### src/cab_pkg.sv
// counter array time base: register map, field positions, reset values
// assumes one 200 MHz clock that also serves as the oscillator time base
package cab_pkg;

    // ************************************************************
    // sizes
    // ************************************************************
    localparam int ADDR_W  = 6;
    localparam int DATA_W  = 8;
    localparam int CNT_W   = 16;
    localparam int NUM_MOD = 5;

    // ************************************************************
    // register offsets
    // ************************************************************
    localparam logic [5:0] MODE_OFS  = 6'h00; // counter_mode_reg
    localparam logic [5:0] CTRL_OFS  = 6'h01; // counter_control_reg
    localparam logic [5:0] CNTL_OFS  = 6'h02; // count_low_byte
    localparam logic [5:0] CNTH_OFS  = 6'h03; // count_high_byte
    localparam logic [5:0] IST_OFS   = 6'h04; // irq status, read only
    localparam logic [5:0] ICLR_OFS  = 6'h05; // irq clear, write only
    localparam logic [5:0] IEN_OFS   = 6'h06; // irq enable
    localparam logic [2:0] MMODE_GRP = 3'h1;  // 08..0C module modes
    localparam logic [2:0] CAPL_GRP  = 3'h2;  // 10..14 module low bytes
    localparam logic [2:0] CAPH_GRP  = 3'h3;  // 18..1C module high bytes

    // ************************************************************
    // field positions
    // ************************************************************
    localparam int MODE_IRQ_BIT  = 0;
    localparam int MODE_SRC_LSB  = 1;
    localparam int MODE_WDT_BIT  = 6;
    localparam int MODE_IDLE_BIT = 7;
    localparam int CTRL_OVF_BIT  = 7;
    localparam int CTRL_RUN_BIT  = 6;
    localparam int WDT_MOD       = 4;

    // ************************************************************
    // reset values and timing counts
    // ************************************************************
    localparam logic [7:0]  MODE_RST   = 8'h00;
    localparam logic [7:0]  IEN_RST    = 8'h9F;
    localparam logic [15:0] CNT_RST    = 16'h0000;
    localparam logic [15:0] CNT_MAX    = 16'hFFFF;
    localparam logic [7:0]  LOW_MAX    = 8'hFF;
    localparam logic [3:0]  DIV12_LAST = 4'hB;
    localparam logic [3:0]  DIV6_LAST  = 4'h5;

    typedef enum logic [1:0] {
        SRC_SLOW = 2'h0,
        SRC_FAST = 2'h1,
        SRC_T0   = 2'h2,
        SRC_EXT  = 2'h3
    } cab_src_t;

    typedef struct packed {
        logic ecom;
        logic capp;
        logic capn;
        logic mat;
        logic tog;
        logic pwm;
        logic eccf;
    } cab_mmode_t;

    typedef struct packed {
        logic [5:0] addr;
        logic [7:0] wdata;
        logic       wr;
        logic       rd;
    } cab_bus_t;

endpackage : cab_pkg

### src/cab_timebase.sv
// counter array time base with five compare/capture channels
// assumes a single-cycle register port and a same-clock timer 0 pulse;
// external count and channel pins are asynchronous
`timescale 1ns/10ps

// Overview of operation
// - sixteen-bit counter, both bytes software read/write
// - one counter shared by all five channels
// - codes 00/01 pick divided oscillator rates
// - code 10 timer 0 overflow, 11 external
// - timer 0 overflow counts regardless of interrupt
// - mode bits 2:1 source, bit 0 enable
// - run bit 6 starts and stops counting
// - overflow sets bit 7, interrupts when enabled
// - only software clears the overflow flag
// - each channel owns a software-cleared event flag
// - channels 0..4 on port 1 bits 3..7
// - capture, timer, fast output, pwm; watchdog ch4
// - unused channel leaves its pin released
module cab_timebase (
    input  wire logic       CLK_IN,          // oscillator clock
    input  wire logic       NRST_IN,         // sync reset, low active
    input  wire logic [5:0] ADDR_IN,         // register address
    input  wire logic [7:0] WDATA_IN,        // write data
    input  wire logic       WR_IN,           // write strobe
    input  wire logic       RD_IN,           // read strobe
    output logic      [7:0] RDATA_OUT,       // read data, next cycle
    input  wire logic       SIX_CLK_MODE_IN, // 1 = six-clock mode
    input  wire logic       IDLE_IN,         // processor in idle
    input  wire logic       T0_OVF_IN,       // timer 0 overflow pulse
    input  wire logic       EXT_COUNT_IN,    // external_count_input pin
    input  wire logic [4:0] MOD_PIN_IN,      // channel pin levels
    output logic      [4:0] MOD_PIN_OUT,     // channel pin drive
    output logic      [4:0] MOD_PIN_OE_N_OUT,// low = channel drives pin
    output logic            IRQ_OUT,         // level interrupt
    output logic            WDT_RESET_OUT    // watchdog reset pulse
);

    // ************************************************************
    // register port decode
    // ************************************************************
    cab_pkg::cab_bus_t bus;
    logic wr_mode, wr_ctrl, wr_cntl, wr_cnth, wr_iclr, wr_ien;
    logic [2:0] grp;
    logic [2:0] idx;
    logic       idx_ok;

    assign bus     = '{addr: ADDR_IN, wdata: WDATA_IN, wr: WR_IN, rd: RD_IN};
    assign wr_mode = bus.wr && (bus.addr == cab_pkg::MODE_OFS);
    assign wr_ctrl = bus.wr && (bus.addr == cab_pkg::CTRL_OFS);
    assign wr_cntl = bus.wr && (bus.addr == cab_pkg::CNTL_OFS);
    assign wr_cnth = bus.wr && (bus.addr == cab_pkg::CNTH_OFS);
    assign wr_iclr = bus.wr && (bus.addr == cab_pkg::ICLR_OFS);
    assign wr_ien  = bus.wr && (bus.addr == cab_pkg::IEN_OFS);
    assign grp     = bus.addr[5:3];
    assign idx     = bus.addr[2:0];
    assign idx_ok  = (idx < 3'h5);

    // ************************************************************
    // state
    // ************************************************************
    logic [7:0]          mode_q;
    logic                run_q;
    logic                ovf_flag_q;
    logic [4:0]          ev_flag_q;
    logic [7:0]          ien_q;
    logic [15:0]         cnt_q;
    logic [3:0]          div_q;
    logic                adv_q;
    logic                eci_s1_q, eci_s2_q, eci_s3_q;
    logic [4:0]          pin_s1_q, pin_s2_q, pin_s3_q;
    cab_pkg::cab_mmode_t mmode_q [5];
    logic [15:0]         cap_q   [5];
    logic [4:0]          cap_ev, match_ev, ev;

    cab_pkg::cab_src_t src;
    logic div_last_hit, pulse_slow, pulse_fast, eci_fall;
    logic cnt_pulse, idle_stop, tick, ovf, cnt_wr;
    logic [3:0] div_last;

    assign src       = cab_pkg::cab_src_t'(mode_q[cab_pkg::MODE_SRC_LSB +: 2]);
    assign idle_stop = IDLE_IN && mode_q[cab_pkg::MODE_IDLE_BIT];
    assign cnt_wr    = wr_cntl || wr_cnth;

    // ************************************************************
    // synchronisers for asynchronous pins
    // ************************************************************
    // only the second and third stages feed edge logic; the first is metastable
    always_ff @(posedge CLK_IN)
    begin
        if (!NRST_IN)
        begin
            eci_s1_q <= 1'b1;
            eci_s2_q <= 1'b1;
            eci_s3_q <= 1'b1;
        end
        else
        begin
            eci_s1_q <= EXT_COUNT_IN;
            eci_s2_q <= eci_s1_q;
            eci_s3_q <= eci_s2_q;
        end
    end

    always_ff @(posedge CLK_IN)
    begin
        if (!NRST_IN)
        begin
            pin_s1_q <= 5'h1F;
            pin_s2_q <= 5'h1F;
            pin_s3_q <= 5'h1F;
        end
        else
        begin
            pin_s1_q <= MOD_PIN_IN;
            pin_s2_q <= pin_s1_q;
            pin_s3_q <= pin_s2_q;
        end
    end

    assign eci_fall = eci_s3_q && !eci_s2_q;

    // ************************************************************
    // oscillator prescaler
    // ************************************************************
    assign div_last     = SIX_CLK_MODE_IN ? cab_pkg::DIV6_LAST
                                          : cab_pkg::DIV12_LAST;
    assign div_last_hit = (div_q >= div_last);

    always_ff @(posedge CLK_IN)
    begin
        if (!NRST_IN)
            div_q <= 4'h0;
        else if (div_last_hit)
            div_q <= 4'h0;
        else
            div_q <= div_q + 4'h1;
    end

    // one divider serves both rates: 12 and 6 are multiples of 4 and 2
    assign pulse_slow = (div_q == div_last);
    assign pulse_fast = SIX_CLK_MODE_IN ? div_q[0]
                                        : (div_q[1:0] == 2'h3);

    always_comb
    begin
        case (src)
            cab_pkg::SRC_SLOW: cnt_pulse = pulse_slow;
            cab_pkg::SRC_FAST: cnt_pulse = pulse_fast;
            cab_pkg::SRC_T0:   cnt_pulse = T0_OVF_IN;
            cab_pkg::SRC_EXT:  cnt_pulse = eci_fall;
            default:           cnt_pulse = 1'b0;
        endcase
    end

    assign tick = run_q && cnt_pulse && !idle_stop;
    assign ovf  = tick && !cnt_wr && (cnt_q == cab_pkg::CNT_MAX);

    // ************************************************************
    // counter and configuration
    // ************************************************************
    // a byte write in the same cycle as a pulse takes priority
    always_ff @(posedge CLK_IN)
    begin
        if (!NRST_IN)
            cnt_q <= cab_pkg::CNT_RST;
        else if (wr_cntl)
            cnt_q[7:0] <= bus.wdata;
        else if (wr_cnth)
            cnt_q[15:8] <= bus.wdata;
        else if (tick)
            cnt_q <= cnt_q + 16'h0001;
    end

    always_ff @(posedge CLK_IN)
    begin
        if (!NRST_IN)
            adv_q <= 1'b0;
        else
            adv_q <= tick && !cnt_wr;
    end

    always_ff @(posedge CLK_IN)
    begin
        if (!NRST_IN)
            mode_q <= cab_pkg::MODE_RST;
        else if (wr_mode)
            mode_q <= bus.wdata;
    end

    always_ff @(posedge CLK_IN)
    begin
        if (!NRST_IN)
            ien_q <= cab_pkg::IEN_RST;
        else if (wr_ien)
            ien_q <= bus.wdata;
    end

    always_ff @(posedge CLK_IN)
    begin
        if (!NRST_IN)
            run_q <= 1'b0;
        else if (wr_ctrl)
            run_q <= bus.wdata[cab_pkg::CTRL_RUN_BIT];
    end

    // ************************************************************
    // event flags: clear by writing zero to control or one to clear
    // ************************************************************
    always_ff @(posedge CLK_IN)
    begin
        if (!NRST_IN)
            ovf_flag_q <= 1'b0;
        else if (ovf)
            ovf_flag_q <= 1'b1;
        else if ((wr_ctrl && !bus.wdata[cab_pkg::CTRL_OVF_BIT]) ||
                 (wr_iclr && bus.wdata[cab_pkg::CTRL_OVF_BIT]))
            ovf_flag_q <= 1'b0;
    end

    always_ff @(posedge CLK_IN)
    begin
        if (!NRST_IN)
            ev_flag_q <= 5'h00;
        else
            ev_flag_q <= (ev_flag_q
                          & (wr_ctrl ? bus.wdata[4:0] : 5'h1F)
                          & ~(wr_iclr ? bus.wdata[4:0] : 5'h00))
                         | ev;
    end

    // ************************************************************
    // compare/capture channels; index n drives port 1 bit n+3
    // ************************************************************
    for (genvar i = 0; i < cab_pkg::NUM_MOD; i++)
    begin : g_mod
        cab_pkg::cab_mmode_t m;
        logic rise, fall;
        assign m    = mmode_q[i];
        assign rise = pin_s2_q[i] && !pin_s3_q[i];
        assign fall = !pin_s2_q[i] && pin_s3_q[i];
        assign cap_ev[i]   = (m.capp && rise) || (m.capn && fall);
        assign match_ev[i] = m.ecom && m.mat && adv_q &&
                             (cnt_q == cap_q[i]);
        assign ev[i]       = cap_ev[i] || match_ev[i];

        always_ff @(posedge CLK_IN)
        begin
            if (!NRST_IN)
                mmode_q[i] <= '0;
            else if (bus.wr && grp == cab_pkg::MMODE_GRP && idx == 3'(i))
                mmode_q[i] <= cab_pkg::cab_mmode_t'(bus.wdata[6:0]);
        end

        // capture beats a software write; pwm reloads duty at low wrap
        always_ff @(posedge CLK_IN)
        begin
            if (!NRST_IN)
                cap_q[i] <= 16'h0000;
            else if (cap_ev[i])
                cap_q[i] <= cnt_q;
            else if (bus.wr && grp == cab_pkg::CAPL_GRP && idx == 3'(i))
                cap_q[i][7:0] <= bus.wdata;
            else if (bus.wr && grp == cab_pkg::CAPH_GRP && idx == 3'(i))
                cap_q[i][15:8] <= bus.wdata;
            else if (m.pwm && tick && cnt_q[7:0] == cab_pkg::LOW_MAX)
                cap_q[i][7:0] <= cap_q[i][15:8];
        end

        always_ff @(posedge CLK_IN)
        begin
            if (!NRST_IN)
                MOD_PIN_OUT[i] <= 1'b1;
            else if (m.pwm)
                MOD_PIN_OUT[i] <= (cnt_q[7:0] >= cap_q[i][7:0]);
            else if (match_ev[i] && m.tog)
                MOD_PIN_OUT[i] <= !MOD_PIN_OUT[i];
        end

        // pin stays released for ordinary port use unless driving
        always_ff @(posedge CLK_IN)
        begin
            if (!NRST_IN)
                MOD_PIN_OE_N_OUT[i] <= 1'b1;
            else
                MOD_PIN_OE_N_OUT[i] <= !(m.pwm || m.tog);
        end
    end

    // only the last channel may reset the system
    always_ff @(posedge CLK_IN)
    begin
        if (!NRST_IN)
            WDT_RESET_OUT <= 1'b0;
        else
            WDT_RESET_OUT <= match_ev[cab_pkg::WDT_MOD] &&
                             mode_q[cab_pkg::MODE_WDT_BIT];
    end

    // ************************************************************
    // interrupt and read-back
    // ************************************************************
    logic [7:0] flags, doc_en, rd_val;
    logic [4:0] eccf;

    for (genvar j = 0; j < cab_pkg::NUM_MOD; j++)
    begin : g_en
        assign eccf[j] = mmode_q[j].eccf;
    end

    assign flags  = {ovf_flag_q, 2'b00, ev_flag_q};
    assign doc_en = {mode_q[cab_pkg::MODE_IRQ_BIT], 2'b00, eccf};

    always_ff @(posedge CLK_IN)
    begin
        if (!NRST_IN)
            IRQ_OUT <= 1'b0;
        else
            IRQ_OUT <= |(flags & doc_en & ien_q);
    end

    always_comb
    begin
        rd_val = 8'h00;
        case (bus.addr)
            cab_pkg::MODE_OFS: rd_val = mode_q;
            cab_pkg::CTRL_OFS: rd_val = {ovf_flag_q, run_q, 1'b0, ev_flag_q};
            cab_pkg::CNTL_OFS: rd_val = cnt_q[7:0];
            cab_pkg::CNTH_OFS: rd_val = cnt_q[15:8];
            cab_pkg::IST_OFS:  rd_val = flags;
            cab_pkg::IEN_OFS:  rd_val = ien_q;
            default:
            begin
                if (idx_ok && grp == cab_pkg::MMODE_GRP)
                    rd_val = {1'b0, mmode_q[idx]};
                else if (idx_ok && grp == cab_pkg::CAPL_GRP)
                    rd_val = cap_q[idx][7:0];
                else if (idx_ok && grp == cab_pkg::CAPH_GRP)
                    rd_val = cap_q[idx][15:8];
            end
        endcase
    end

    // data stands only in the cycle after the read strobe
    always_ff @(posedge CLK_IN)
    begin
        if (!NRST_IN)
            RDATA_OUT <= 8'h00;
        else
            RDATA_OUT <= bus.rd ? rd_val : 8'h00;
    end
endmodule : cab_timebase

### config.mk
export PLATFORM = sky130hd
export DESIGN_NAME = cab_timebase
export DESIGN_NICKNAME = d
export VERILOG_FILES = /design/src/cab_pkg.sv /design/src/cab_timebase.sv
export SDC_FILE = /design/constraint.sdc
export NUM_CORES = 1
export LEC_CHECK = 0
export ABC_AREA = 0
export BUFFER_PORTS_ARGS = -buffer_cell sky130_fd_sc_hd__buf_2
export CORE_ASPECT_RATIO = 1.5
export CORE_UTILIZATION = 45
export CTS_CLUSTER_SIZE = 24
export DETAILED_ROUTE_END_ITERATION = 8
export SLEW_MARGIN = 25
export SYNTH_ARGS = -nofsm -noshare
export SYNTH_HDL_FRONTEND = slang
export SYNTH_SLANG_ARGS = --single-unit
### constraint.sdc
create_clock -name CLK_IN -period 6.81 [get_ports CLK_IN]
set_clock_uncertainty 0.1 [all_clocks]
set_input_delay 0 -clock CLK_IN [delete_from_list [all_inputs] [get_ports CLK_IN]]
set_output_delay 0 -clock CLK_IN [all_outputs]
set_load 0.01 [all_outputs]
* Word level (Yosys, flattened, before mapping)
Memory sizes are Yosys's and may differ from the RTL's.
Cells that the tools add are included.
** Word-level totals
- Bits in registers :: 82
- RAM bits :: 115
- Input port bits :: 27
- Output and inout bits :: 20
- Word-level logic and storage cells :: 397
- Memories :: 2
** Cells by class
- Add/subtract/negate cells :: 2
- $lt $le $gt $ge :: 7
- Equal/unequal tests :: 26
- Multiplexer cells :: 156
- Bitwise operators :: 33
- Reductions and logical operators :: 143
** Memories
- cap_q :: depth 5, bits a word 16, read ports 6, clocked after Yosys merged registers in 0, write ports 5, RTL line cab_timebase.sv:73 : logic [15:0] cap_q [5];
- mmode_q :: depth 5, bits a word 7, read ports 6, clocked after Yosys merged registers in 0, write ports 5, RTL line cab_timebase.sv:72 : cab_pkg::cab_mmode_t mmode_q [5];
** Operators with widths (number)
- 8-bit 2-to-1 mux :: 21
- 1-bit 2-to-1 mux :: 119
- 16-bit 2-to-1 mux :: 6
- 1-bit logical AND :: 86
- 16-bit equality test :: 5
- 8-bit one-hot mux with 6 select lines :: 1
- 8-bit >= comparator :: 5
- 7-bit 2-to-1 mux :: 5
- 1-bit bitwise OR :: 25
- 1-bit logical NOT :: 24
- 6-bit by 3-bit equality test with 1-bit output, second input constant :: 3
- 1-bit logical OR :: 17
- 16-bit by 1-bit adder with 16-bit output, second input constant :: 1
- 8-bit AND :: 2
- 16-bit equality test, second input constant :: 1
- 2-bit nonzero test :: 8
- 3-bit by 2-bit equality test with 1-bit output, second input constant :: 4
- 6-bit by 2-bit equality test with 1-bit output, second input constant :: 2
- 5-bit AND :: 2
- 5-bit 2-to-1 mux :: 2
- 8-bit equality test, second input constant :: 1
- 8-bit OR reduction :: 1
- 2-bit equality test, second input constant :: 3
- 3-bit by 1-bit equality test with 1-bit output, second input constant :: 2
- 18 further kinds :: 21

* Longest topological paths before layout
Gate-level depths: netlist (run 1).
- Depth after elaboration :: 14
- Mapped depth :: 8

* Worst setup path before layout (run 1)
Ideal clock, no wire load.
- Path kind :: register -> register
- From :: register cnt_q[1]
- To :: memory cap_q[3][0] (enable)
- Arrival :: 1887 ps
- Path slack :: 4485 ps
- Cell stages (with the launch flop) :: 7
- Buffers on the path :: 0
- Path through :: dfxtp_1 > ha_1 > and4_1 > nand4_1 > nor3_2 > o2111ai_1 > nand3_1
** RTL lines
- start, declared :: RTL line cab_timebase.sv:67 : logic [15:0] cnt_q;
- start signal, assigned :: RTL line cab_timebase.sv:166 : cnt_q <= cab_pkg::CNT_RST;
- start signal, assigned :: RTL line cab_timebase.sv:168 : cnt_q[7:0] <= bus.wdata;
- start signal, assigned :: RTL line cab_timebase.sv:172 : cnt_q <= cnt_q + 16'h0001;
- end, declared :: RTL line cab_timebase.sv:73

==> qor.log, run 1 <==
INFO  run_status     run_status=completed
INFO  yosys          yosysTopAreaCell=sky130_fd_sc_hd__edfxtp_1
INFO  sta            grt_setup_unrepaired=no
INFO  placed_design  count_of_input_and_output_buffers=46
INFO  yosys          yosys.area_share.adder=4.87%
INFO  clock_tree     worstSkewPairLatency=0.45ns
INFO  yosys          synth_most_common_cell=sky130_fd_sc_hd__edfxtp_1
INFO  yosys          synth_area_per_cell=9.96squm
INFO  clock_tree     cts_root_buffer=sky130_fd_sc_hd__clkbuf_16
INFO  yosys          postSynth.asyncResetShare=0%
INFO  floorplanning  floorplan.rows=71
INFO  detailed_routing totalWireLength=40600microns
INFO  sta            setup_viol=0
INFO  power_and_ir_drop p_leak=4.93nW
INFO  grt            first_pass_grt_wire_length=59400microns
INFO  grt            use_met2=50.8%
INFO  sta            layout_worst_path_cycle_share=51.0%
INFO  yosys          syn_area=11600squm
INFO  yosys          synth.distinct_cells=72
INFO  floorplanning  floorplan.die.width=133microns
INFO  worst_setup_path setup.worst_path.class=register to register
INFO  yosys          most_frequent_cells_after_synthesis=sky130_fd_sc_hd__edfxtp_1 (115), sky130_fd_sc_hd__inv_1 (86), sky130_fd_sc_hd__dfxtp_1 (82)
INFO  grt            grt_overflow=0
INFO  power_and_ir_drop vdd_drop_max=0.000175V
INFO  yosys          netlist_top_cells_area=sky130_fd_sc_hd__edfxtp_1 (30%), sky130_fd_sc_hd__dfxtp_1 (14%), sky130_fd_sc_hd__ha_1 (4.9%)
INFO  power_and_ir_drop p_per_area=211nW/um^2
INFO  sta            final-max-slew-violation-count=0
INFO  sta            worst-slew-pin-transition=1.04ns
INFO  sta            whs=0.0301ns
INFO  yosys          synth_fp_nets=1233
INFO  worst_setup_path worst_setup_path_end_kind=register
INFO  sta            finalHoldViolations=0
INFO  floorplanning  die_area=26400squm
INFO  floorplanning  initial_util=46.0%
INFO  detailed_routing route.detailed.drc=0
INFO  grt            grt-busiest-layer=met2
INFO  floorplanning  die_height=198microns
INFO  final_layout   layout.nets=1236
INFO  final_layout   area_delta_synth_final=9.38%
INFO  final_layout   area_of_the_multi_input_gates=5760squm
INFO  detailed_routing avgRoutedWirePerCell=27.0microns
INFO  clock_tree     clk_pin_slew_worst_paths=0.08ns
INFO  job            max_cap_viol_count=0
INFO  detailed_routing dr_total_vias=9709
INFO  detailed_routing initialDrtViolationCount=1165
INFO  final_layout   final_layout_size_suffix_gt1_share=11.7%
INFO  grt            first_global_vias=9207
INFO  grt            grt_max_degree=70
INFO  grt            use_met1=37.2%
INFO  worst_setup_path worst-path-max-fanout=15
INFO  sta            max_freq=0.288GHz
INFO  yosys          synth_compound_gate_area_share=17.7%
INFO  yosys          yosys-mux-area-fraction=7.14%
INFO  detailed_routing antenna_left=0
INFO  worst_setup_path cp-start-kind=register
INFO  final_layout   ff_latch_area=5090squm
INFO  worst_hold_path hp-class=input pin to register
INFO  sta            finalSetupTns=0ns
INFO  sta            worst_case_headroom_to_the_max_slew_limit=30.2%
INFO  final_layout   fillerInstances=2353
INFO  detailed_routing drt_pass1_iterations=5
INFO  clock_tree     tritoncts_clock_tree=done
INFO  yosys          synth_top_area_share=29.9%
INFO  worst_setup_path critical_path_required=6.82ns
INFO  yosys          synth_edf_count=115
INFO  yosys          synth-seq-cells=197
INFO  placed_design  placed_area=11900squm
INFO  placed_design  post-dp-hpwl=29200microns
INFO  floorplanning  boundaryPins=47
INFO  grt            gr-usage-met3=4.38%
INFO  yosys          post_synthesis_sequential_area_ratio=44.1%
INFO  clock_tree     cts_num_sinks=197
INFO  sta            finalWorstPathRequiredPeriod=3.47ns
INFO  yosys          netlist_instances=1161
INFO  clock_tree     post_cts_setup_bufs=0
INFO  clock_tree     cts_made_buffers=17
INFO  grt            grt_util_all_layers=31.6%
INFO  yosys          synth_warnings=0
INFO  power_and_ir_drop finalPower=2.67mW
INFO  final_layout   antenna_cells=0
INFO  grt            antenna_found_initial=0
INFO  clock_tree     htreeDepth=4
INFO  detailed_routing avgViaCountPerCell=6.45
INFO  floorplanning  fp.coreArea=25100squm
INFO  worst_setup_path worst-endpoint-arrival=3.48ns
INFO  placed_design  gp_congestion=0.982
INFO  clock_tree     clockBufferDepth=2
INFO  yosys          yosys.area_share.simple=16.2%
INFO  final_layout   post-route-cell-area=12600squm
INFO  yosys          synth_top_family_by_area=compound AO/OA/AOI/OAI gates
INFO  yosys          synth-xor-area-share=3.86%
INFO  yosys          yosys_most_used_dff=sky130_fd_sc_hd__edfxtp_1
## cell usage in the layout, fill, tap and decap left out, types with 17 or more instances in the layout
master                      instances
sky130_fd_sc_hd__o21ai_0           61
sky130_fd_sc_hd__a22o_1            41
sky130_fd_sc_hd__a211oi_1          17
sky130_fd_sc_hd__ha_1              45
sky130_fd_sc_hd__inv_1             86
sky130_fd_sc_hd__xor2_1            45
sky130_fd_sc_hd__a22oi_1           44
sky130_fd_sc_hd__nand4_1           22
sky130_fd_sc_hd__mux4_2            19
sky130_fd_sc_hd__edfxtp_1         115
sky130_fd_sc_hd__buf_2             46
sky130_fd_sc_hd__nand3_1           35
sky130_fd_sc_hd__buf_4             19
sky130_fd_sc_hd__nor2_1            48
sky130_fd_sc_hd__and2_1            41
sky130_fd_sc_hd__a21oi_1           34
sky130_fd_sc_hd__dfxtp_1           82
sky130_fd_sc_hd__and3_1            18
sky130_fd_sc_hd__nand2_1           72
sky130_fd_sc_hd__mux2i_1           33
sky130_fd_sc_hd__nand2b_1          23
sky130_fd_sc_hd__clkbuf_16         18
## flip-flops by register name, indices dropped and copies added (netlist names)
register          flops
pin_s2_q              5
mode_q                8
div_q                 4
mmode_q              35
ev_flag_q             5
cap_q                80
MOD_PIN_OE_N_OUT      5
cnt_q                16
ien_q                 8
eci_s2_q              1
IRQ_OUT               1
eci_s1_q              1
WDT_RESET_OUT         1
RDATA_OUT             8
pin_s3_q              5
adv_q                 1
pin_s1_q              5
ovf_flag_q            1
eci_s3_q              1
MOD_PIN_OUT           5
run_q                 1
## what timing repair did
action	CTS	global route
gates resized for setup	0	0
endpoints found under the hold margin	19	0
hold buffers	10	0
## layout make-up
type | count | area share, %
multi-input combinational | 787 | 45.5
clock inverter | 14 | 1.11
inverter | 86 | 2.55
timing repair buffer | 75 | 3.74
clock buffer | 18 | 3.56
sequential | 197 | 40.3
tap | 328 | 3.24
## critical path: stages, from the launching register on
cell and delay, ns:
sky130_fd_sc_hd__dfxtp_1 0.77, sky130_fd_sc_hd__ha_1 0.34, sky130_fd_sc_hd__and4_1 0.28, sky130_fd_sc_hd__nand4_1 0.14, sky130_fd_sc_hd__nor3_2 0.58, sky130_fd_sc_hd__o2111ai_1 0.47
sky130_fd_sc_hd__nand3_1 0.45
## metrics by stage
step | worst slack, ns | std cells | util [%]
detailed placement | 3.44 | 1463 | 47.5
global route | 3.13 | 1505 | 50.3
global placement | 3.58 | 1463 | 47.5
finish | 3.34 | 1505 | 50.3
floorplan | 4.49 | 1161 | -
CTS | 3.42 | 1505 | 50.3
## routing by layer
layer  vias up  wire [microns]  part of all wire (%)
met5         -               0                     0
met4         0            3720                   9.2
met3       171            3190                   7.9
met2       559           18900                    47
met1      4678           14700                    36
li1       4301               -                     -
## path summary, 6_finish.rpt
path / endpoint / cells after the start / slack [ns] / from
setup / recovery: cap_q[1][6] / 6 / 3.34 / cnt_q[1]
setup reg to reg: cap_q[1][6] / 6 / 3.34 / cnt_q[1]
hold reg to reg: pin_s2_q[3] / 1 / 0.31 / pin_s1_q[3]
hold / removal: mode_q[6] / 3 / 0.03 / WDATA_IN[6]
## cells by family (layout without fill, tap and decap cells)
family | Yosys count | count (layout)
AOI/OAI and AO/OA | 291 | 291
xor gates and xnor gates | 51 | 51
adders and majority gates | 45 | 45
buffers and inverters | 177 | 193
DFF | 197 | 197
muxes | 58 | 58
and+or+nand+nor | 342 | 342
## report_power, final
part / leakage [nW] / total, mW / switching, mW / internal [mW]
clock network: 0.284 / 1.01 / 0.501 / 0.509
logic: 2.81 / 0.295 / 0.196 / 0.0989
registers: 1.84 / 1.36 / 0.0513 / 1.31
Power figures use the tool's default switching activity.
==> run 2: changes to the inputs <==
- clock period: 6.81 -> 3 ns (I/O delays scaled with it)
==> run 2 against run 1 <==
Net effect:
- clock power increased by 120%
- sequential share of layout area fell by 0.80 points
- largest cell class unchanged
- highest routed layer unchanged
- hold slack lost 0.0088 ns
- critical endpoint is now cnt_q[11]
- power rose by 130%
- register-to-register slack got worse by 2.9 ns
- cell area grew 2.0%
- via count is 1.0% lower
- combinational power is 130% higher
==> qor.log, run 2 (synthesized netlist as in run 1, its figures left out) <==
INFO  run_status     run_status=completed
INFO  detailed_routing totalWireLength=41700microns [+2.7%]
INFO  floorplanning  die_area=26400squm [unchanged]
INFO  final_layout   antenna_cells=0 [unchanged]
INFO  clock_tree     htreeDepth=4 [unchanged]
INFO  clock_tree     cts_root_buffer=sky130_fd_sc_hd__clkbuf_16
INFO  detailed_routing avgViaCountPerCell=6.24 [-3.2%]
INFO  floorplanning  fp.coreArea=25100squm [unchanged]
INFO  worst_hold_path holdPathEnd=mode_q[3]
INFO  worst_setup_path critPathSlowestCell=sky130_fd_sc_hd__dfxtp_1
INFO  grt            grt_overflow=0 [unchanged]
INFO  sta            worst-slew-pin-transition=0.842ns [-0.201 ns]
INFO  detailed_routing dr_total_vias=9611 [-1.0%]
INFO  final_layout   area_delta_synth_final=11.6%
INFO  sta            worst_case_headroom_to_the_max_slew_limit=43.8% [+14 points]
INFO  final_layout   top_regs=cap_q (80), mmode_q (35), cnt_q (16)
INFO  worst_setup_path worst-endpoint-arrival=2.82ns [-0.66 ns]
INFO  placed_design  count_of_input_and_output_buffers=46 [unchanged]
INFO  floorplanning  boundaryPins=47 [unchanged]
INFO  final_layout   layout.nets=1270 [+2.8%]
INFO  worst_setup_path crit_path_max_incr_delay=0.87ns [+0.10 ns]
INFO  clock_tree     cts_made_buffers=17 [unchanged]
INFO  grt            grt_util_all_layers=32.7% [+1.1 points]
INFO  worst_hold_path hp-class=input pin to register
INFO  detailed_routing drt_pass1_iterations=8 [+3]
INFO  final_layout   post-route-cell-area=12900squm [+2.0%]
INFO  sta            finalWorstPathRequiredPeriod=2.53ns [-0.940 ns]
INFO  detailed_routing initialDrtViolationCount=1092 [-6.3%]
INFO  power_and_ir_drop vdd_drop_max=0.000421V [+140%]
INFO  detailed_routing route.detailed.drc=0 [unchanged]
INFO  placed_design  gp_congestion=1.00 [+2.2%]
INFO  clock_tree     clockBufferDepth=2 [unchanged]
INFO  worst_setup_path r2r-end=cnt_q[11]
INFO  floorplanning  floorplan.die.width=133microns [unchanged]
INFO  grt            first_pass_grt_wire_length=61000microns [+2.7%]
INFO  power_and_ir_drop p_leak=5.10nW [+3.4%]
INFO  final_layout   final_common_cell=sky130_fd_sc_hd__edfxtp_1
INFO  grt            grt_max_degree=53 [-24%]
INFO  worst_hold_path min_path_cells=3 [unchanged]
INFO  detailed_routing antenna_left=0 [unchanged]
INFO  grt            antenna_found_initial=0 [unchanged]
INFO  worst_hold_path worst_hold_startpoint=WDATA_IN[3]
INFO  worst_setup_path worst_setup_path_end_kind=register
INFO  worst_setup_path cp-start-kind=register
INFO  sta            layout_worst_path_cycle_share=84.4% [+33 points]
INFO  sta            max_freq=0.395GHz [+37%]
INFO  sta            setup_slack=0.469ns [-2.87 ns]
INFO  final_layout   top_register=cap_q
INFO  floorplanning  initial_util=46.0% [unchanged]
INFO  floorplanning  floorplan.rows=71 [unchanged]
INFO  clock_tree     cts_num_sinks=197 [unchanged]
INFO  sta            final-max-slew-violation-count=0 [unchanged]
INFO  placed_design  placedCellCount=1495 [+2.2%]
INFO  final_layout   final_layout_size_suffix_gt1_share=14.1% [+2.4 points]
INFO  clock_tree     cts_repair_resize_count=0 [unchanged]
INFO  worst_setup_path worst-path-max-fanout=14 [-1]
INFO  final_layout   final_cell_mix=sky130_fd_sc_hd__edfxtp_1 (115), sky130_fd_sc_hd__inv_1 (86), sky130_fd_sc_hd__dfxtp_1 (82)
INFO  final_layout   largest_reg_flops=80 [unchanged]
INFO  clock_tree     worstSkewPairLatency=0.46ns [about the same]
INFO  floorplanning  die_height=198microns [unchanged]
INFO  worst_setup_path setup.worst_path.class=register to register
INFO  clock_tree     number_of_buffers_added_to_fix_hold_violations_after_cts=12 [+2]
INFO  sta            grt_setup_unrepaired=no
INFO  worst_setup_path worst_r2r_startpoint=cnt_q[5]
INFO  worst_setup_path cp_cell_sequence=and4_1 -> nand4_1 -> or3_4 -> or4b_1 -> nand3_1
INFO  clock_tree     tritoncts_clock_tree=done
INFO  sta            finalSetupTns=0ns [unchanged]
INFO  placed_design  dpl_worst_slack=0.521ns [-2.92 ns]
INFO  job            max_cap_viol_count=0 [unchanged]
INFO  grt            first_global_vias=9292 [+0.92%]
INFO  worst_setup_path critical_path_required=3.29ns [-3.53 ns]
INFO  sta            finalHoldViolations=0 [unchanged]
INFO  placed_design  placed_area=12200squm [+2.2%]
INFO  detailed_routing avgRoutedWirePerCell=27.1microns [+0.42%]
INFO  clock_tree     clk_pin_slew_worst_paths=0.08ns [about the same]
INFO  final_layout   stdcell_count=1539 [+2.3%]
INFO  sta            setup_viol=0 [unchanged]
INFO  power_and_ir_drop p_per_area=467nW/um^2 [+120%]
INFO  worst_setup_path reg2reg_setup_slack=0.47ns [-2.87 ns]
INFO  clock_tree     post_cts_setup_bufs=0 [unchanged]
INFO  placed_design  post-dp-hpwl=30600microns [+4.6%]
INFO  worst_setup_path logic_depth_of_the_worst_register_to_register_path=5 [-1]
## run 2: cell type report
cell class | instances | area, sq um
clock buffer | 18 | 450
clock inverter | 14 | 113
fill | 2292 | 12200
inverter | 86 | 323
multi-input combinational | 787 | 5770
sequential | 197 | 5090
tap | 328 | 410
timing repair buffer | 109 | 746
## run 2: where the power goes
part | internal [mW] | switching (mW) | leakage [nW]
logic | 0.239 | 0.441 | 2.99
clock network | 1.13 | 1.12 | 0.275
registers | 2.98 | 0.125 | 1.84
total | 4.35 | 1.68 | 5.10
## run 2: through the flow
step | utilization, % | power, mW | hold slack (ns)
after floorplan | - | 3.51 | 0.00147
after global placement | 48.5 | 3.81 | 0.0798
after detailed placement | 48.6 | 3.81 | 0.0855
after CTS | 51.3 | 6.02 | 0.000350
after global routing | 51.3 | 6.18 | 0.0215
final | 51.3 | 6.03 | 0.0213
## run 2: worst max path at each step
stage | slack, ns | end | cells past startpoint | start
after floorplan | 0.68 | cap_q[3][0] | 6 | cnt_q[1]
after global placement | 0.52 | cnt_q[11] | 5 | cnt_q[5]
after detailed placement | 0.52 | cnt_q[15] | 5 | cnt_q[5]
after CTS | 0.49 | cnt_q[11] | 5 | cnt_q[5]
after global routing | 0.36 | MOD_PIN_OUT[4] | 6 | cnt_q[5]
final | 0.47 | cnt_q[11] | 5 | cnt_q[5]
## run 2: routing by layer
metal  up-vias  global-route usage [%]  part of all wire, %
met4         0                    25.4                  8.8
met1      4516                    37.0                   37
met3       166                    5.84                  7.4
met5         -                       0                    0
li1       4382                       -                    -
met2       547                    54.5                   47
## run 2: critical path, delay by kind of cell, from the launching register on
kind | cells | cell delay (ns)
AND/OR/NAND/NOR | 5 | 1.49
flip-flops | 1 | 0.87
==> run 3: changes to the inputs <==
- ABC_AREA: 0 -> 1
- clock period: 3 -> 2.3 ns (I/O delays scaled with it)
==> run 3 against run 2 <==
Net effect:
- first-iteration DRC count grew 9.1%
- power is 32% higher
- sequential share of layout area decreased by 4.1 points
- die area increased by 6.9%
- combinational power grew 44%
- clock power rose by 33%
- critical endpoint is now ev_flag_q[1]
- highest routed layer unchanged
==> qor.log, run 3 <==
INFO  yosys          postSynth.asyncResetShare=0% [unchanged]
INFO  floorplanning  initial_util=45.6% [-0.37 points]
INFO  clock_tree     cts_made_buffers=17 [unchanged]
INFO  grt            first_pass_grt_wire_length=70800microns [+16%]
INFO  clock_tree     clk_pin_slew_worst_paths=0.08ns [about the same]
INFO  detailed_routing initialDrtViolationCount=1191 [+9.1%]
INFO  worst_setup_path cp_cell_sequence=buf_6 -> clkinvlp_4 -> ha_1 -> nand2_1 -> nor2_1 -> nand2_1 -> nand3b_1 -> nor2_2 -> nor2_1 -> nor2_2
INFO  detailed_routing totalWireLength=47800microns [+15%]
INFO  final_layout   final_cell_mix=sky130_fd_sc_hd__nand2_1 (499), sky130_fd_sc_hd__inv_1 (188), sky130_fd_sc_hd__nand3_1 (178)
INFO  final_layout   antenna_cells=0 [unchanged]
INFO  floorplanning  boundaryPins=47 [unchanged]
INFO  final_layout   largest_reg_flops=80 [unchanged]
INFO  grt            grt_max_degree=39 [-26%]
INFO  job            max_cap_viol_count=0 [unchanged]
INFO  detailed_routing avgViaCountPerCell=5.68 [-9.1%]
INFO  final_layout   top_register=cap_q
INFO  detailed_routing drt_pass1_iterations=6 [-2]
INFO  worst_hold_path hp-class=input pin to register
INFO  final_layout   layout.nets=1909 [+50%]
INFO  worst_setup_path crit_path_max_incr_delay=0.36ns [-0.51 ns]
INFO  yosys          synth_warnings=0 [unchanged]
INFO  run_status     run_status=completed
INFO  final_layout   top_regs=cap_q (80), mmode_q (35), cnt_q (16)
INFO  clock_tree     tritoncts_clock_tree=done
INFO  sta            setup_viol=0 [unchanged]
INFO  worst_setup_path path_buf_inv=2 [+2]
INFO  grt            first_global_vias=11900 [+28%]
INFO  worst_setup_path setup.worst_path.class=register to register
INFO  yosys          syn_area=12400squm [+7.0%]
INFO  sta            finalWorstPathRequiredPeriod=2.19ns [-0.337 ns]
INFO  clock_tree     htreeDepth=4 [unchanged]
INFO  floorplanning  floorplan.rows=74 [+4.2%]
INFO  floorplanning  fp.coreArea=27100squm [+7.9%]
INFO  worst_setup_path critical-path-top-delay-family=simple AND/OR/NAND/NOR gates
INFO  final_layout   final_layout_size_suffix_gt1_share=13.5% [-0.61 points]
INFO  sta            finalSetupTns=0ns [unchanged]
INFO  grt            grt_util_all_layers=35.6% [+2.9 points]
INFO  final_layout   area_delta_synth_final=16.2%
INFO  detailed_routing dr_total_vias=12400 [+30%]
INFO  placed_design  placed_area=13600squm [+11%]
INFO  worst_setup_path critPathSlowestCell=sky130_fd_sc_hd__dfxtp_1
INFO  clock_tree     cts_num_sinks=197 [unchanged]
INFO  sta            worst-slew-pin-transition=0.663ns [-0.179 ns]
INFO  grt            grt_overflow=0 [unchanged]
INFO  yosys          synth_area_per_cell=7.22squm [-28%]
INFO  yosys          synth-seq-cells=197 [unchanged]
INFO  sta            layout_worst_path_cycle_share=95.4% [+11 points]
INFO  yosys          most_frequent_cells_after_synthesis=sky130_fd_sc_hd__nand2_1 (499), sky130_fd_sc_hd__inv_1 (189), sky130_fd_sc_hd__nand3_1 (185)
INFO  detailed_routing route.detailed.drc=0 [unchanged]
INFO  worst_setup_path worst-path-max-fanout=9 [-5]
INFO  yosys          synth_most_common_cell=sky130_fd_sc_hd__nand2_1
INFO  power_and_ir_drop p_leak=6.61nW [+30%]
INFO  worst_setup_path critical_path_required=2.58ns [-0.71 ns]
INFO  yosys          netlist_top_cells_area=sky130_fd_sc_hd__edfxtp_1 (28%), sky130_fd_sc_hd__nand2_1 (15%), sky130_fd_sc_hd__dfxtp_1 (13%)
INFO  power_and_ir_drop p_per_area=554nW/um^2 [+19%]
INFO  power_and_ir_drop finalPower=7.97mW [+32%]
INFO  sta            grt_setup_unrepaired=no
INFO  sta            finalHoldViolations=0 [unchanged]
INFO  yosys          synth_fp_nets=1787 [+45%]
INFO  yosys          synth.distinct_cells=45 [-38%]
INFO  worst_setup_path worst_setup_path_end_kind=register
INFO  power_and_ir_drop vdd_drop_max=0.000604V [+44%]
INFO  yosys          yosysTopAreaCell=sky130_fd_sc_hd__edfxtp_1
INFO  yosys          yosys_most_used_dff=sky130_fd_sc_hd__edfxtp_1
INFO  yosys          synth_top_area_share=27.9% [-2.0 points]
INFO  placed_design  count_of_input_and_output_buffers=46 [unchanged]
INFO  grt            antenna_found_initial=0 [unchanged]
INFO  detailed_routing antenna_left=0 [unchanged]
INFO  detailed_routing avgRoutedWirePerCell=21.8microns [-19%]
INFO  yosys          synth_edf_count=115 [unchanged]
INFO  sta            worst_case_headroom_to_the_max_slew_limit=55.6% [+12 points]
INFO  clock_tree     post_cts_setup_bufs=0 [unchanged]
INFO  final_layout   final_common_cell=sky130_fd_sc_hd__nand2_1
INFO  placed_design  post-dp-hpwl=37800microns [+24%]
INFO  worst_setup_path worst-endpoint-arrival=2.48ns [-0.34 ns]
INFO  placed_design  gp_congestion=1.04 [+3.3%]
INFO  final_layout   post-route-cell-area=14400squm [+11%]
INFO  worst_setup_path reg2reg_setup_slack=0.11ns [-0.36 ns]
INFO  worst_setup_path cp-start-kind=register
INFO  yosys          post_synthesis_sequential_area_ratio=41.2% [-2.9 points]
INFO  clock_tree     cts_root_buffer=sky130_fd_sc_hd__clkbuf_16
INFO  floorplanning  die_height=205microns [+3.4%]
INFO  clock_tree     clockBufferDepth=2 [unchanged]
INFO  sta            final-max-slew-violation-count=0 [unchanged]
INFO  clock_tree     worstSkewPairLatency=0.47ns [about the same]
INFO  floorplanning  floorplan.die.width=137microns [+3.4%]
INFO  floorplanning  die_area=28200squm [+6.9%]
INFO  sta            max_freq=0.456GHz [+15%]
INFO  yosys          netlist_instances=1715 [+48%]
## run 3: cell families (layout without fill, tap and decap cells)
group | Yosys count | count (layout) | synth area share, %
buffers and inverters | 277 | 412 | 8.79
and+or+nand+nor | 927 | 927 | 32.6
adders and majority gates | 45 | 45 | 4.55
AOI/OAI and AO/OA | 242 | 242 | 11.0
DFF | 197 | 197 | 41.2
xor gates and xnor gates | 27 | 27 | 1.91
## run 3: where the power goes
group | switching, mW | internal [mW]
Clock | 1.54 | 1.45
Sequential | 0.113 | 3.88
Combinational | 0.687 | 0.289
Total | 2.34 | 5.62
## run 3: routing by layer
metal | GRT usage (%) | vias to the layer above | routed length (microns)
met2 | 59.2 | 583 | 22900
met3 | 4.83 | 192 | 3150
li1 | - | 5914 | -
met1 | 40.1 | 5760 | 17500
met4 | 29.3 | 0 | 4260
met5 | 0 | - | 0
## run 3: worst paths after layout
check        depth (start not counted)         from      endpoint
min reg2reg                          1  pin_s1_q[2]   pin_s2_q[2]
max                                 10     cnt_q[0]  ev_flag_q[1]
max reg2reg                         10     cnt_q[0]  ev_flag_q[1]
min                                  5   ADDR_IN[5]         run_q
## run 3: layout make-up
| type | count | area, sq um |
|---|---|---|
| sequential | 197 | 5090 |
| timing repair buffer | 175 | 1260 |
| clock buffer | 17 | 425 |
| fill | 2664 | 12700 |
| clock inverter | 15 | 163 |
| tap | 342 | 428 |
| multi-input combinational | 1241 | 6240 |
| inverter | 205 | 773 |
## run 3: worst reg2reg max path, delay by kind of cell (launching register included)
family | cells | cell delay, ns
adders and majority gates | 1 | 0.36
buffers and inverters | 2 | 0.42
DFF | 1 | 0.36
and+or+nand+nor | 7 | 0.88
## run 3: stage by stage
step / hold WS [ns] / setup slack, ns / utilization [%] / instances
2_1_floorplan: 0.00658 / 0.0643 / - / 1715
3_3_place_gp: 0.0872 / -0.0453 / 50.0 / 2142
3_5_place_dp: 0.0890 / 0.0206 / 50.0 / 2142
4_1_cts: 0.0204 / 0.0137 / 52.8 / 2192
5_1_grt: 0.0647 / 0.0235 / 53.0 / 2192
6_report: 0.0329 / 0.106 / 53.0 / 2192
## run 3: repair_timing
item	CTS	global route
setup endpoints to repair	1	44
cloned	0	0
gates resized for setup	1	11
pin swaps	0	0
hold endpoints to repair	30	0
hold buffers	18	0
